### config.mk
export PLATFORM = sky130hd
export DESIGN_NAME = cra_engine
export DESIGN_NICKNAME = d
export VERILOG_FILES = /design/src/hdl/cra_pkg.sv /design/src/hdl/cra_shift_acc.sv /design/src/hdl/cra_engine.sv
export VERILOG_INCLUDE_DIRS = /design/src /design/src/hdl
export SDC_FILE = /design/constraint.sdc
export NUM_CORES = 1
export LEC_CHECK = 0
export ABC_AREA = 1
export BUFFER_PORTS_ARGS = -buffer_cell sky130_fd_sc_hd__buf_2
export CORE_AREA = 2 2 99 139
export CTS_CLUSTER_SIZE = 8
export DETAILED_ROUTE_END_ITERATION = 8
export DIE_AREA = 0 0 101 141
export PLACE_DENSITY = 0.85
export SLEW_MARGIN = 40
export SYNTH_ARGS = -nofsm -noshare
export SYNTH_HDL_FRONTEND = slang
export SYNTH_SLANG_ARGS = --single-unit
### constraint.sdc
create_clock -name ref_clk -period 2.55 [get_ports ref_clk]
set_input_delay 0.3825 -clock ref_clk [delete_from_list [all_inputs] [get_ports ref_clk]]
set_output_delay 0.3825 -clock ref_clk [all_outputs]
set_load 0.02 [all_outputs]
### src/hdl/cra_cfg.svh
// constants of the configuration message engine
`ifndef CRA_CFG_SVH
`define CRA_CFG_SVH
`define CRA_TOK_WR 8'hc0
`define CRA_TOK_RD 8'hc1
`define CRA_TOK_PWR 8'h24
`define CRA_TOK_PRD 8'h25
`define CRA_TOK_ACK 8'h03
`define CRA_TOK_NAK 8'h04
`define CRA_TOK_END 8'h01
`define CRA_SUPPRESS 8'hff
`define CRA_RET_LAST 3'h2
`define CRA_REG_LAST 3'h1
`define CRA_WORD_LAST 3'h3
`define CRA_WORD_BYTES 3'h4
`define CRA_MAX_PBYTES 8'h04
`endif

### src/hdl/cra_pkg.sv
// types of the configuration message engine
package cra_pkg;
	typedef struct packed {
		logic ctrl;
		logic [7:0] val;
	} cra_tok_t;
	typedef struct packed {
		logic write;
		logic periph;
		logic [15:0] addr;
		logic [2:0] size;
		logic [31:0] wdata;
	} cra_acc_t;
	typedef enum logic [8:0] {
		CRA_IDLE = 9'h001,
		CRA_RET = 9'h002,
		CRA_REG = 9'h004,
		CRA_SIZE = 9'h008,
		CRA_DATA = 9'h010,
		CRA_END = 9'h020,
		CRA_SKIP = 9'h040,
		CRA_ACC = 9'h080,
		CRA_SEND = 9'h100
	} cra_state_t;
endpackage

### src/hdl/cra_shift_acc.sv
// byte shift register that builds a field most significant byte first
`timescale 1ns/1ps
module cra_shift_acc #(
	parameter int W = 32
) (
	input wire logic ref_clk, // clock
	input wire logic arst_n, // async reset
	input wire logic clr, // clear field
	input wire logic shift, // take one byte
	input wire logic [7:0] din, // byte in
	output logic [W-1:0] q // field
);
	always_ff @(posedge ref_clk or negedge arst_n) begin
		if (!arst_n) begin
			q <= '0;
		end else if (clr) begin
			q <= '0;
		end else if (shift) begin
			q <= {q[W-9:0], din};
		end
	end
endmodule // cra_shift_acc

### src/hdl/cra_engine.sv
// configuration register message engine
// Overview of operation
// - write with return low byte ff: no reply
// - multi-byte fields travel most significant byte first
// - status instructions move exactly one whole word
// - write: 192, return, reg16, data32, token 1
// - write reply: 3,1 success or 4,1 failure
// - read: 193, return, reg16, token 1
// - read reply: 3, 32-bit data, 1; else 4,1
// - peripheral write: 36, return, reg, size, bytes, 1
// - peripheral read: 37, return, reg, size, 1; reply
`timescale 1ns/1ps
`include "cra_cfg.svh"
module cra_engine import cra_pkg::*; #(
	parameter logic [7:0] MAX_PBYTES = `CRA_MAX_PBYTES
) (
	input wire logic ref_clk, // 25 MHz clock
	input wire logic arst_n, // async reset, active low
	input wire logic in_valid, // request token valid
	input wire cra_tok_t in_tok, // request token
	output logic in_ready, // request token taken
	output logic out_valid, // reply token valid
	output cra_tok_t out_tok, // reply token
	output logic [23:0] out_ret, // reply channel, stands for the reply
	input wire logic out_ready, // reply token taken
	output logic cfg_req, // register access request
	output cra_acc_t cfg_acc, // access fields
	input wire logic cfg_ack, // access done
	input wire logic cfg_ok, // register exists
	input wire logic [31:0] cfg_rdata // read data
);
	// ****************************************
	// state and fields
	// ****************************************
	cra_state_t state_reg, state_next;
	logic wr_reg, wr_next, per_reg, per_next, bad_reg, bad_next, fail_reg, fail_next;
	logic [2:0] cnt_reg, cnt_next, rcnt_reg, rcnt_next;
	logic [7:0] size_reg, size_next;
	logic [31:0] rd_reg, rd_next;
	logic out_valid_reg, out_valid_next;
	cra_tok_t out_tok_reg, out_tok_next;
	logic [23:0] ret_q;
	logic [15:0] reg_q;
	logic [31:0] dat_q;

	wire in_fire = in_valid && in_ready;
	wire is_data = in_fire && !in_tok.ctrl;
	wire is_end = in_fire && in_tok.ctrl && in_tok.val == `CRA_TOK_END;
	wire is_ctl = in_fire && in_tok.ctrl;
	wire suppress = wr_reg && ret_q[7:0] == `CRA_SUPPRESS;
	wire [2:0] nbytes = per_reg ? size_reg[2:0] : `CRA_WORD_BYTES;
	wire [2:0] reg_last = per_reg ? 3'h0 : `CRA_REG_LAST;
	wire [2:0] dat_last = per_reg ? size_reg[2:0] - 3'h1 : `CRA_WORD_LAST;
	wire [5:0] rd_sh = {3'h4 - nbytes, 3'h0};
	wire out_end = out_tok_reg.ctrl && out_tok_reg.val == `CRA_TOK_END;

	// a message cut short by an early end token must not swallow the next header
	assign in_ready = state_reg != CRA_ACC && state_reg != CRA_SEND && !(state_reg == CRA_END && fail_reg);
	assign out_valid = out_valid_reg;
	assign out_tok = out_tok_reg;
	assign out_ret = ret_q;
	assign cfg_req = state_reg == CRA_ACC;
	assign cfg_acc = '{write: wr_reg, periph: per_reg, addr: reg_q, size: nbytes, wdata: dat_q};

	// ****************************************
	// field builders
	// ****************************************
	wire start = state_reg == CRA_IDLE && is_ctl;
	cra_shift_acc #(.W(24)) u_ret (.ref_clk(ref_clk), .arst_n(arst_n), .clr(start),
		.shift(state_reg == CRA_RET && is_data), .din(in_tok.val), .q(ret_q));
	cra_shift_acc #(.W(16)) u_reg (.ref_clk(ref_clk), .arst_n(arst_n), .clr(start),
		.shift(state_reg == CRA_REG && is_data), .din(in_tok.val), .q(reg_q));
	cra_shift_acc #(.W(32)) u_dat (.ref_clk(ref_clk), .arst_n(arst_n), .clr(start),
		.shift(state_reg == CRA_DATA && is_data), .din(in_tok.val), .q(dat_q));

	// ****************************************
	// message sequencer
	// ****************************************
	always_comb begin
		state_next = state_reg;
		wr_next = wr_reg;
		per_next = per_reg;
		bad_next = bad_reg;
		fail_next = fail_reg;
		cnt_next = cnt_reg;
		rcnt_next = rcnt_reg;
		size_next = size_reg;
		rd_next = rd_reg;
		out_valid_next = out_valid_reg;
		out_tok_next = out_tok_reg;
		case (state_reg)
			CRA_IDLE: begin
				if (is_ctl) begin
					wr_next = in_tok.val == `CRA_TOK_WR || in_tok.val == `CRA_TOK_PWR;
					per_next = in_tok.val == `CRA_TOK_PWR || in_tok.val == `CRA_TOK_PRD;
					bad_next = !(in_tok.val == `CRA_TOK_WR || in_tok.val == `CRA_TOK_RD ||
						in_tok.val == `CRA_TOK_PWR || in_tok.val == `CRA_TOK_PRD);
					fail_next = 1'b0;
					cnt_next = 3'h0;
					size_next = 8'h00;
					state_next = CRA_RET;
				end
			end
			CRA_RET: begin
				if (is_data) begin
					cnt_next = cnt_reg + 3'h1;
					if (cnt_reg == `CRA_RET_LAST) begin
						cnt_next = 3'h0;
						fail_next = bad_reg;
						state_next = bad_reg ? CRA_SKIP : CRA_REG;
					end
				end else if (is_ctl) begin
					fail_next = 1'b1;
					state_next = is_end ? CRA_END : CRA_SKIP;
				end
			end
			CRA_REG: begin
				if (is_data) begin
					cnt_next = cnt_reg + 3'h1;
					if (cnt_reg == reg_last) begin
						cnt_next = 3'h0;
						if (per_reg) begin
							state_next = CRA_SIZE;
						end else begin
							state_next = wr_reg ? CRA_DATA : CRA_END;
						end
					end
				end else if (is_ctl) begin
					fail_next = 1'b1;
					state_next = is_end ? CRA_END : CRA_SKIP;
				end
			end
			CRA_SIZE: begin
				if (is_data) begin
					size_next = in_tok.val;
					if (in_tok.val > MAX_PBYTES) begin
						fail_next = 1'b1;
						state_next = CRA_SKIP;
					end else begin
						state_next = (wr_reg && in_tok.val != 8'h00) ? CRA_DATA : CRA_END;
					end
				end else if (is_ctl) begin
					fail_next = 1'b1;
					state_next = is_end ? CRA_END : CRA_SKIP;
				end
			end
			CRA_DATA: begin
				if (is_data) begin
					cnt_next = cnt_reg + 3'h1;
					if (cnt_reg == dat_last) begin
						state_next = CRA_END;
					end
				end else if (is_ctl) begin
					fail_next = 1'b1;
					state_next = is_end ? CRA_END : CRA_SKIP;
				end
			end
			CRA_END, CRA_SKIP: begin
				if (state_reg == CRA_END && in_fire && !is_end) begin
					fail_next = 1'b1;
					state_next = CRA_SKIP;
				end else if (is_end || (state_reg == CRA_END && fail_reg)) begin
					if (!fail_reg) begin
						state_next = CRA_ACC;
					end else if (suppress) begin
						state_next = CRA_IDLE;
					end else begin
						out_valid_next = 1'b1;
						out_tok_next = '{ctrl: 1'b1, val: `CRA_TOK_NAK};
						rcnt_next = 3'h0;
						state_next = CRA_SEND;
					end
				end
			end
			CRA_ACC: begin
				if (cfg_ack) begin
					if (suppress) begin
						state_next = CRA_IDLE;
					end else begin
						out_valid_next = 1'b1;
						out_tok_next = '{ctrl: 1'b1, val: cfg_ok ? `CRA_TOK_ACK : `CRA_TOK_NAK};
						rcnt_next = (cfg_ok && !wr_reg) ? nbytes : 3'h0;
						rd_next = cfg_rdata << rd_sh;
						state_next = CRA_SEND;
					end
				end
			end
			CRA_SEND: begin
				if (out_ready) begin
					if (out_end) begin
						out_valid_next = 1'b0;
						state_next = CRA_IDLE;
					end else if (rcnt_reg != 3'h0) begin
						out_tok_next = '{ctrl: 1'b0, val: rd_reg[31:24]};
						rd_next = {rd_reg[23:0], 8'h00};
						rcnt_next = rcnt_reg - 3'h1;
					end else begin
						out_tok_next = '{ctrl: 1'b1, val: `CRA_TOK_END};
					end
				end
			end
			default: begin
				state_next = CRA_IDLE;
				out_valid_next = 1'b0;
			end
		endcase
	end

	always_ff @(posedge ref_clk or negedge arst_n) begin
		if (!arst_n) begin
			state_reg <= CRA_IDLE;
			{wr_reg, per_reg, bad_reg, fail_reg, out_valid_reg} <= 5'h00;
			{cnt_reg, rcnt_reg, size_reg} <= 14'h0000;
			rd_reg <= 32'h0000_0000;
			out_tok_reg <= 9'h000;
		end else begin
			state_reg <= state_next;
			{wr_reg, per_reg, bad_reg, fail_reg, out_valid_reg} <=
				{wr_next, per_next, bad_next, fail_next, out_valid_next};
			{cnt_reg, rcnt_reg, size_reg} <= {cnt_next, rcnt_next, size_next};
			rd_reg <= rd_next;
			out_tok_reg <= out_tok_next;
		end
	end

	// ****************************************
	// checks
	// ****************************************
	logic [2:0] sent_q;
	always_ff @(posedge ref_clk or negedge arst_n) begin
		if (!arst_n) begin
			sent_q <= 3'h0;
		end else if (state_reg != CRA_SEND) begin
			sent_q <= 3'h0;
		end else if (out_ready && !out_tok_reg.ctrl) begin
			sent_q <= sent_q + 3'h1;
		end
	end
endmodule // cra_engine

# == Word-level counts from Yosys, hierarchy flattened ==
# Cells that the tools add are included.
# totals
ff_bits,136
latch_bits,0
ram_bits,0
romBits,0
in_bits,47
out_inout_bits,89
wordCells,202
mem_count,0
# op_classes
n_addsub,4
n_mul,0
div,0
magnitude_cmp,1
eq_ne,43
n_shift,1
n_mux,87
bitwise,1
n_reduce_logical,50
# op_table
cell,count
$mux W9,25
$mux W32,7
$pmux W9 S8,1
$pmux W32 S2,1
$mux W3,21
$mux W24,2
$mux W16,2
$ne A2 B2 Y1 const B,16
$shl A32 B6 Y32,1
$pmux W9 S3,1
$eq A8 B8 Y1 const B,3
$mux W7,3
$mux W6,3
$logic_and A1 B1 Y1,17
$eq A8 B1 Y1 const B,2
$eq A8 B6 Y1 const B,2
$mux W1,16
$pmux W3 S4,1
$reduce_and A6 Y1,2
$reduce_and A10 Y1,1
$reduce_bool A2 Y1,5
$eq A9 B1 Y1 const B,1
$eq A9 B2 Y1 const B,1
$eq A9 B3 Y1 const B,1
other kinds (37),52

# == Depth between registers and ports, before layout ==
# Gate-level depths: netlist of run 1.
# depth
word_depth,11
depth_mapped,14
mapped_depth_nobuf,14

# == Cells and area by module ==
# A second synthesis of run 1 with hierarchy kept.
# hier_totals
cells_unflattened,959
area_unflattened_um2,7339.5
# by_module_without_submodules
module,n_inst,cells_each,area_per_inst_um2,seq_area_each_um2
cra_engine,1,644,4434.3,1602.8
cra_shift_acc at u_dat,1,140,1285.0,800.8
cra_shift_acc at u_ret,1,105,969.7,600.6
cra_shift_acc at u_reg,1,70,650.6,400.4

# == Least setup slack after synthesis of run 1 ==
# Ideal clock, no wire load.
# synth_timing
kind,reg-to-reg
startpoint,register per_reg
endpoint,register rd_reg[24]
setup_time_ns,0.126
arrival_time_ns,2.188
required_ns,2.424
setup_slack_ns,0.236
path_stages_with_launch,11
path_buffers,4
period_less_slack_ns,2.314
cell_sequence,dfrtp_1 buf_2 nand2_1 clkbuf_1 ha_1 clkbuf_1 inv_1 clkbuf_1 nand3_1 a32oi_1 a21oi_1
# synth_via
elab_chain_cells,6
# synth_rtl
element,line,source
"start, declared",cra_engine.sv:36,"logic wr_reg, wr_next, per_reg, per_next, bad_reg, bad_next, fail_reg, fail_next;"
"start signal, assigned",cra_engine.sv:218,"{wr_reg, per_reg, bad_reg, fail_reg, out_valid_reg} <="
$mux W3 (no source line),n/a,
$sub A3 B3 Y3,cra_engine.sv:54,"wire [5:0] rd_sh = {3'h4 - nbytes, 3'h0};"
$shl A32 B6 Y32,cra_engine.sv:183,rd_next = cfg_rdata << rd_sh;
$mux W32,cra_engine.sv:177,if (suppress) begin
$mux W32,cra_engine.sv:176,if (cfg_ack) begin
$pmux W32 S2,cra_engine.sv:91,case (state_reg)
"end signal, assigned",cra_engine.sv:221,rd_reg <= rd_next;
"end, declared",cra_engine.sv:39,"logic [31:0] rd_reg, rd_next;"
# No other way between the ends. The select of a mux whose other input is x is not followed.
# A chain may end at the register's enable or synchronous reset.

==> flow_summary.yaml, run 1 <==
synthesis:
  seq_area_frac_synth: 0.477
  synthTopCellsByArea: "dfrtp_1, nand2_1, inv_1"
  yosysWarnings: 0
  synth_edf_count: 0
  ys_types: 46
  synth_area_um2: 7140
  syn_nets: 961
  ys_seq_elements: 136
  avgSynthCellArea_um2: 7.86
  yosysTopAreaCell: "dfrtp_1"
  synthArstFlopShare: 1.00
  synth_common_cells: "nand2_1, inv_1, dfrtp_1"
  synth_top_area_frac: 0.473
  syn_inst: 908
  synthFlopType: "dfrtp_1"
  yosysMostFrequentCell: "nand2_1"
timing:
  setup_viol: 0
  skew_ns: 0.0110
  rsz0062_at_grt: "no"
  finalHoldViolCount: 0
  worstMarginPinSlew_ns: 0.555
  report.final.slew_viol_count: 0
  setup_slack_ns: 0.245
  setup_tns_ns: 0
  final.period_utilization: 0.904
  fin_crit_ns: 2.31
  holdWs_ns: 0.294
  fmax_mhz: 434
  slew_headroom: 0.627
clocking:
  cts_tree: "yes"
  cts_max_level: 4
  post_cts_resize_count: 0
  cts_made_buffers: 17
  clk_pin_slew_ns: 0.06
  cts_setup_buffers: 0
  clock-root-buffer: "clkbuf_16"
  insertion_delay_ns: 0.42
  cts_sinks: 136
  max-clock-path-buffers: 2
worst_setup_path:
  start_kind: "flop"
  cp.arrival_ns: 1.92
  critPathKind: "reg2out"
  crit_required_ns: 2.17
  cp_max_fo: 42
  end_kind: "primary output"
power:
  ir_worst_vdd_v: 0.000842
  finalPower_mw: 10.4
  powerDensity_nw_per_um2: 1210
  leakagePower_nw: 4.54
layout:
  final_cells: 1211
  areaGrowthSynthToFinish_pct: 19.8
  final_area_um2: 8550
  antenna_cells: 0
  drive_gt1_frac: 0.208
  nets: 1095
  utilization: 0.651
grt:
  grt_pass1_wl_um: 31200
  grt_pass1_vias: 6615
  grt_usage: 0.278
  grt_max_degree: 57
  antenna_found_initial: 0
  grt_overflow: 0
placement:
  place_area_um2: 7940
  pre_cts_ws_ns: 0.354
  placedCellCount: 1178
  port_buffers: 135
  routabilityCongestion: 0.993
  dp_hpwl_um: 13700
die:
  die_w_um: 101
  fp-row-count: 50
  die_h_um: 141
  core_area_um2: 13100
  io_pins: 136
  dieArea_um2: 14200
  initial_utilization: 0.543
run:
  cap_violations: 0
min_path:
  min-delay-path-class: "in2reg"
run_status:
  status: "finished, final reports clean"
route:
  routed_wl_um: 19500
  drcViolationCount: 0
  wire_per_inst_um: 16.1
  vias: 6871
  vias_per_cell: 5.67
  drt_pass1_iterations: 5
  antenna_left: 0
  drt-initial-drc-count: 535
layout by cell type (no fill, tap or decap), types with 8 or more instances in the layout:
cell,Yosys,routed
a21oi_1,49,49
a32oi_1,8,8
buf_2,14,134
buf_4,5,13
clkbuf_16,0,17
dfrtp_1,135,135
inv_1,140,140
nand2_1,174,174
nand2_2,9,9
nand3_1,66,66
nand4_1,9,9
nor2_1,84,84
nor2_2,9,9
o21ai_0,77,77
o21ai_1,14,14
o22ai_1,41,41
power by group:
part / internal (mW) / switching [mW] / total (mW)
clock: 1.49 / 1.02 / 2.51
combinational: 1.44 / 3.03 / 4.47
sequential: 2.91 / 0.499 / 3.41
cell type report:
type,instances,area (µm²)
Clock inverter,14,161
Timing Repair Buffer,151,830
Tap cell,156,195
Fill cell,1094,4580
Clock buffer,18,439
Sequential cell,136,3400
Multi-Input combinational cell,592,2980
Inverter,144,541
metal layers:
layer  up-vias  GRT usage  wire, µm
li1       3251          -         -
met2       341      0.468      9770
met1      3209      0.333      7610
met5         -          0         0
met4         0      0.132       829
met3        70     0.0649      1310
cell families (layout without fill, tap and decap cells):
family,after synthesis,count (layout),synth area share
simple gates,376,376,0.240
buf+inv,180,327,0.105
xor+xnor,3,3,0.00368
fa+ha+maj,6,6,0.0105
compound gates,207,207,0.164
flops,136,136,0.477
final timing paths:
path | startpoint | to | slack [ns] | cells after the start
max in group asynchronous | arst_n | size_reg[1] | 1.38 | 3
min | in_tok[3] | u_dat.q[3] | 0.29 | 3
min in group asynchronous | arst_n | state_reg[7] | 0.47 | 2
min reg2reg | u_reg.q[14] | u_reg.q[14] | 0.47 | 2
max | per_reg | cfg_acc[32] | 0.24 | 5
max reg2reg | state_reg[1] | state_reg[1] | 0.27 | 11
worst max-delay path, stage by stage, from the launching register on:
cell and delay [ns]:
dfrtp_1 0.46, nand2_1 0.14, buf_4 0.35, clkinv_1 0.14
buf_4 0.23, buf_2 0.18
what timing repair did:
item                                   CTS  global route
setup endpoints to repair                0             0
endpoints found under the hold margin   45             0
hold buffers                             1             0
Note: power is estimated with default switching activity, not from simulation.
==> run 2: changes to the inputs <==
--- a/config.mk
+++ b/config.mk
@@ -8,11 +8,11 @@
 export LEC_CHECK = 0
 export ABC_AREA = 1
 export BUFFER_PORTS_ARGS = -buffer_cell sky130_fd_sc_hd__buf_2
-export CORE_AREA = 2 2 99 139
+export CORE_AREA = 2 2 128 180
 export CTS_CLUSTER_SIZE = 8
 export DETAILED_ROUTE_END_ITERATION = 8
-export DIE_AREA = 0 0 101 141
-export PLACE_DENSITY = 0.85
+export DIE_AREA = 0 0 130 182
+export PLACE_DENSITY = 0.57
 export SLEW_MARGIN = 40
 export SYNTH_ARGS = -nofsm -noshare
 export SYNTH_HDL_FRONTEND = slang
==> run 2 against run 1 <==
Clock power shrank 2%. Worst setup slack lost 0.0056 ns. Largest cell class unchanged. First-iteration DRC count shrank 21%. Wire length grew 10%. Final cell count grew 12%. Cell area grew 2.2%.
==> flow_summary.yaml, run 2 (same netlist as run 1, synthesis figures left out) <==
power:
  power.share.sequential: 0.328
  combPwrFrac: 0.435
  clkPwrFrac: 0.238
  leakagePower_nw: 4.53
  finalPower_mw: 10.4
  p_sw_frac: 0.439
  ir_worst_vdd_v: 0.000645
  power.internal_mw: 5.83
  powerDensity_nw_per_um2: 1190
  p_sw_mw: 4.56
placement:
  dp_hpwl_um: 16000
  port_buffers: 135
  placedCellCount: 1326
  routabilityCongestion: 0.955
  place_area_um2: 8150
timing:
  rsz0062_at_grt: "no"
  fin_crit_ns: 2.31
  setup_tns_ns: 0
  final.period_utilization: 0.906
  slew_headroom: 0.609
  setup_viol: 0
  skew_ns: 0.00976
  worstMarginPinSlew_ns: 0.587
  finalHoldViolCount: 0
  report.final.slew_viol_count: 0
  fmax_mhz: 433
grt:
  grt_pass1_wl_um: 33600
  grt_max_degree: 57
  grt_usage: 0.183
  antenna_found_initial: 0
  grt_overflow: 0
  grt_pass1_vias: 6317
clocking:
  cts_max_level: 4
  cts_made_buffers: 17
  max-clock-path-buffers: 2
  clk_pin_slew_ns: 0.06
  cts_setup_buffers: 0
  cts_sinks: 136
  insertion_delay_ns: 0.43
  clock-root-buffer: "clkbuf_16"
  cts_tree: "yes"
die:
  io_pins: 136
  dieArea_um2: 23700
  fp-row-count: 65
  die_h_um: 182
  die_w_um: 130
  core_area_um2: 22200
  initial_utilization: 0.321
route:
  routed_wl_um: 21500
  drcViolationCount: 0
  drt_pass1_iterations: 4
  vias_per_cell: 4.82
  vias: 6549
  wire_per_inst_um: 15.8
  drt-initial-drc-count: 421
  antenna_left: 0
worst_setup_path:
  start_kind: "flop"
  end_kind: "flop"
  critPathKind: "reg2reg"
  cpMaxStageDelayCell: "dfrtp_1"
  path_cells: "inv_1 > nor2_1 > o21ai_4 > nand3_4 > nor2_1 > nand2_2 > nand2_2 > o22ai_1"
  max_stage_delay_ns: 0.44
  cpLargestDelayFamily: "simple AND/OR/NAND/NOR gates"
  cp.arrival_ns: 2.61
  cp_max_fo: 16
  crit_required_ns: 2.85
  crit_buf_inv: 1
layout:
  utilization: 0.394
  drive_gt1_frac: 0.210
  areaGrowthSynthToFinish_pct: 22.5
  final_area_um2: 8750
  n_fill_cell: 2359
  final_cell_mix: "nand2_1, inv_1, dfrtp_1"
  nets: 1098
  final_cells: 1359
  final_common_cell: "nand2_1"
  antenna_cells: 0
run:
  cap_violations: 0
run_status:
  status: "finished, final reports clean"
min_path:
  min-delay-path-class: "in2reg"
-- run 2: changes by cell type in the layout (fill, tap and decap cells not counted) --
cell / delta
buf_4: +3
clkinv_2: +2
clkinv_4: -2
clkinvlp_4: +4
inv_6: -4
-- run 2: final cells by class --
cell class                      count  area (µm²)  area share
Clock inverter                     14         149      0.0170
Sequential cell                   136        3400       0.389
Multi-Input combinational cell    592        2980       0.341
Clock buffer                       18         439      0.0502
Timing Repair Buffer              154         852      0.0974
Tap cell                          301         377      0.0431
Inverter                          144         541      0.0618
-- run 2: worst paths after layout --
path                                end  slack (ns)  cells after the start          from
max                          u_ret.q[3]        0.24                      8  state_reg[8]
min                          u_dat.q[5]        0.27                      3     in_tok[5]
max reg2reg                  u_ret.q[3]        0.24                      8  state_reg[8]
min reg2reg                  u_reg.q[9]        0.47                      2    u_reg.q[9]
max in group asynchronous  state_reg[0]        1.37                      3        arst_n
min in group asynchronous    rd_reg[19]        0.46                      2        arst_n
-- run 2: worst min-delay path, delay by kind of cell --
family | cells | cell delay, ns
buffers and inverters | 2 | 0.18
AOI/OAI and AO/OA | 1 | 0.08
-- run 2: layer usage --
metal | part of all wire | track usage
met1 | 0.42 | 0.218
met2 | 0.51 | 0.321
met3 | 0.047 | 0.0398
met4 | 0.022 | 0.0675
met5 | 0 | 0
-- run 2: stage by stage --
stage                     hold slack, ns  setup slack (ns)
after floorplan                   0.0869             0.236
after global placement             0.343             0.262
after detailed placement           0.348             0.250
after CTS                          0.256             0.238
after global routing               0.260            0.0352
final                              0.268             0.239
-- run 2: power groups by stage --
stage	sequential, mW	combinational, mW	clock (mW)
global route	3.49	5.05	2.62
CTS	3.40	4.55	2.52
global placement	3.42	4.51	0
finish	3.40	4.52	2.47
floorplan	3.81	2.70	0
detailed placement	3.42	4.54	0
-- run 2: timing repair --
item,in CTS,in global routing
endpoints found under the hold margin,42,0
resized for setup,0,0
hold buffers,1,0
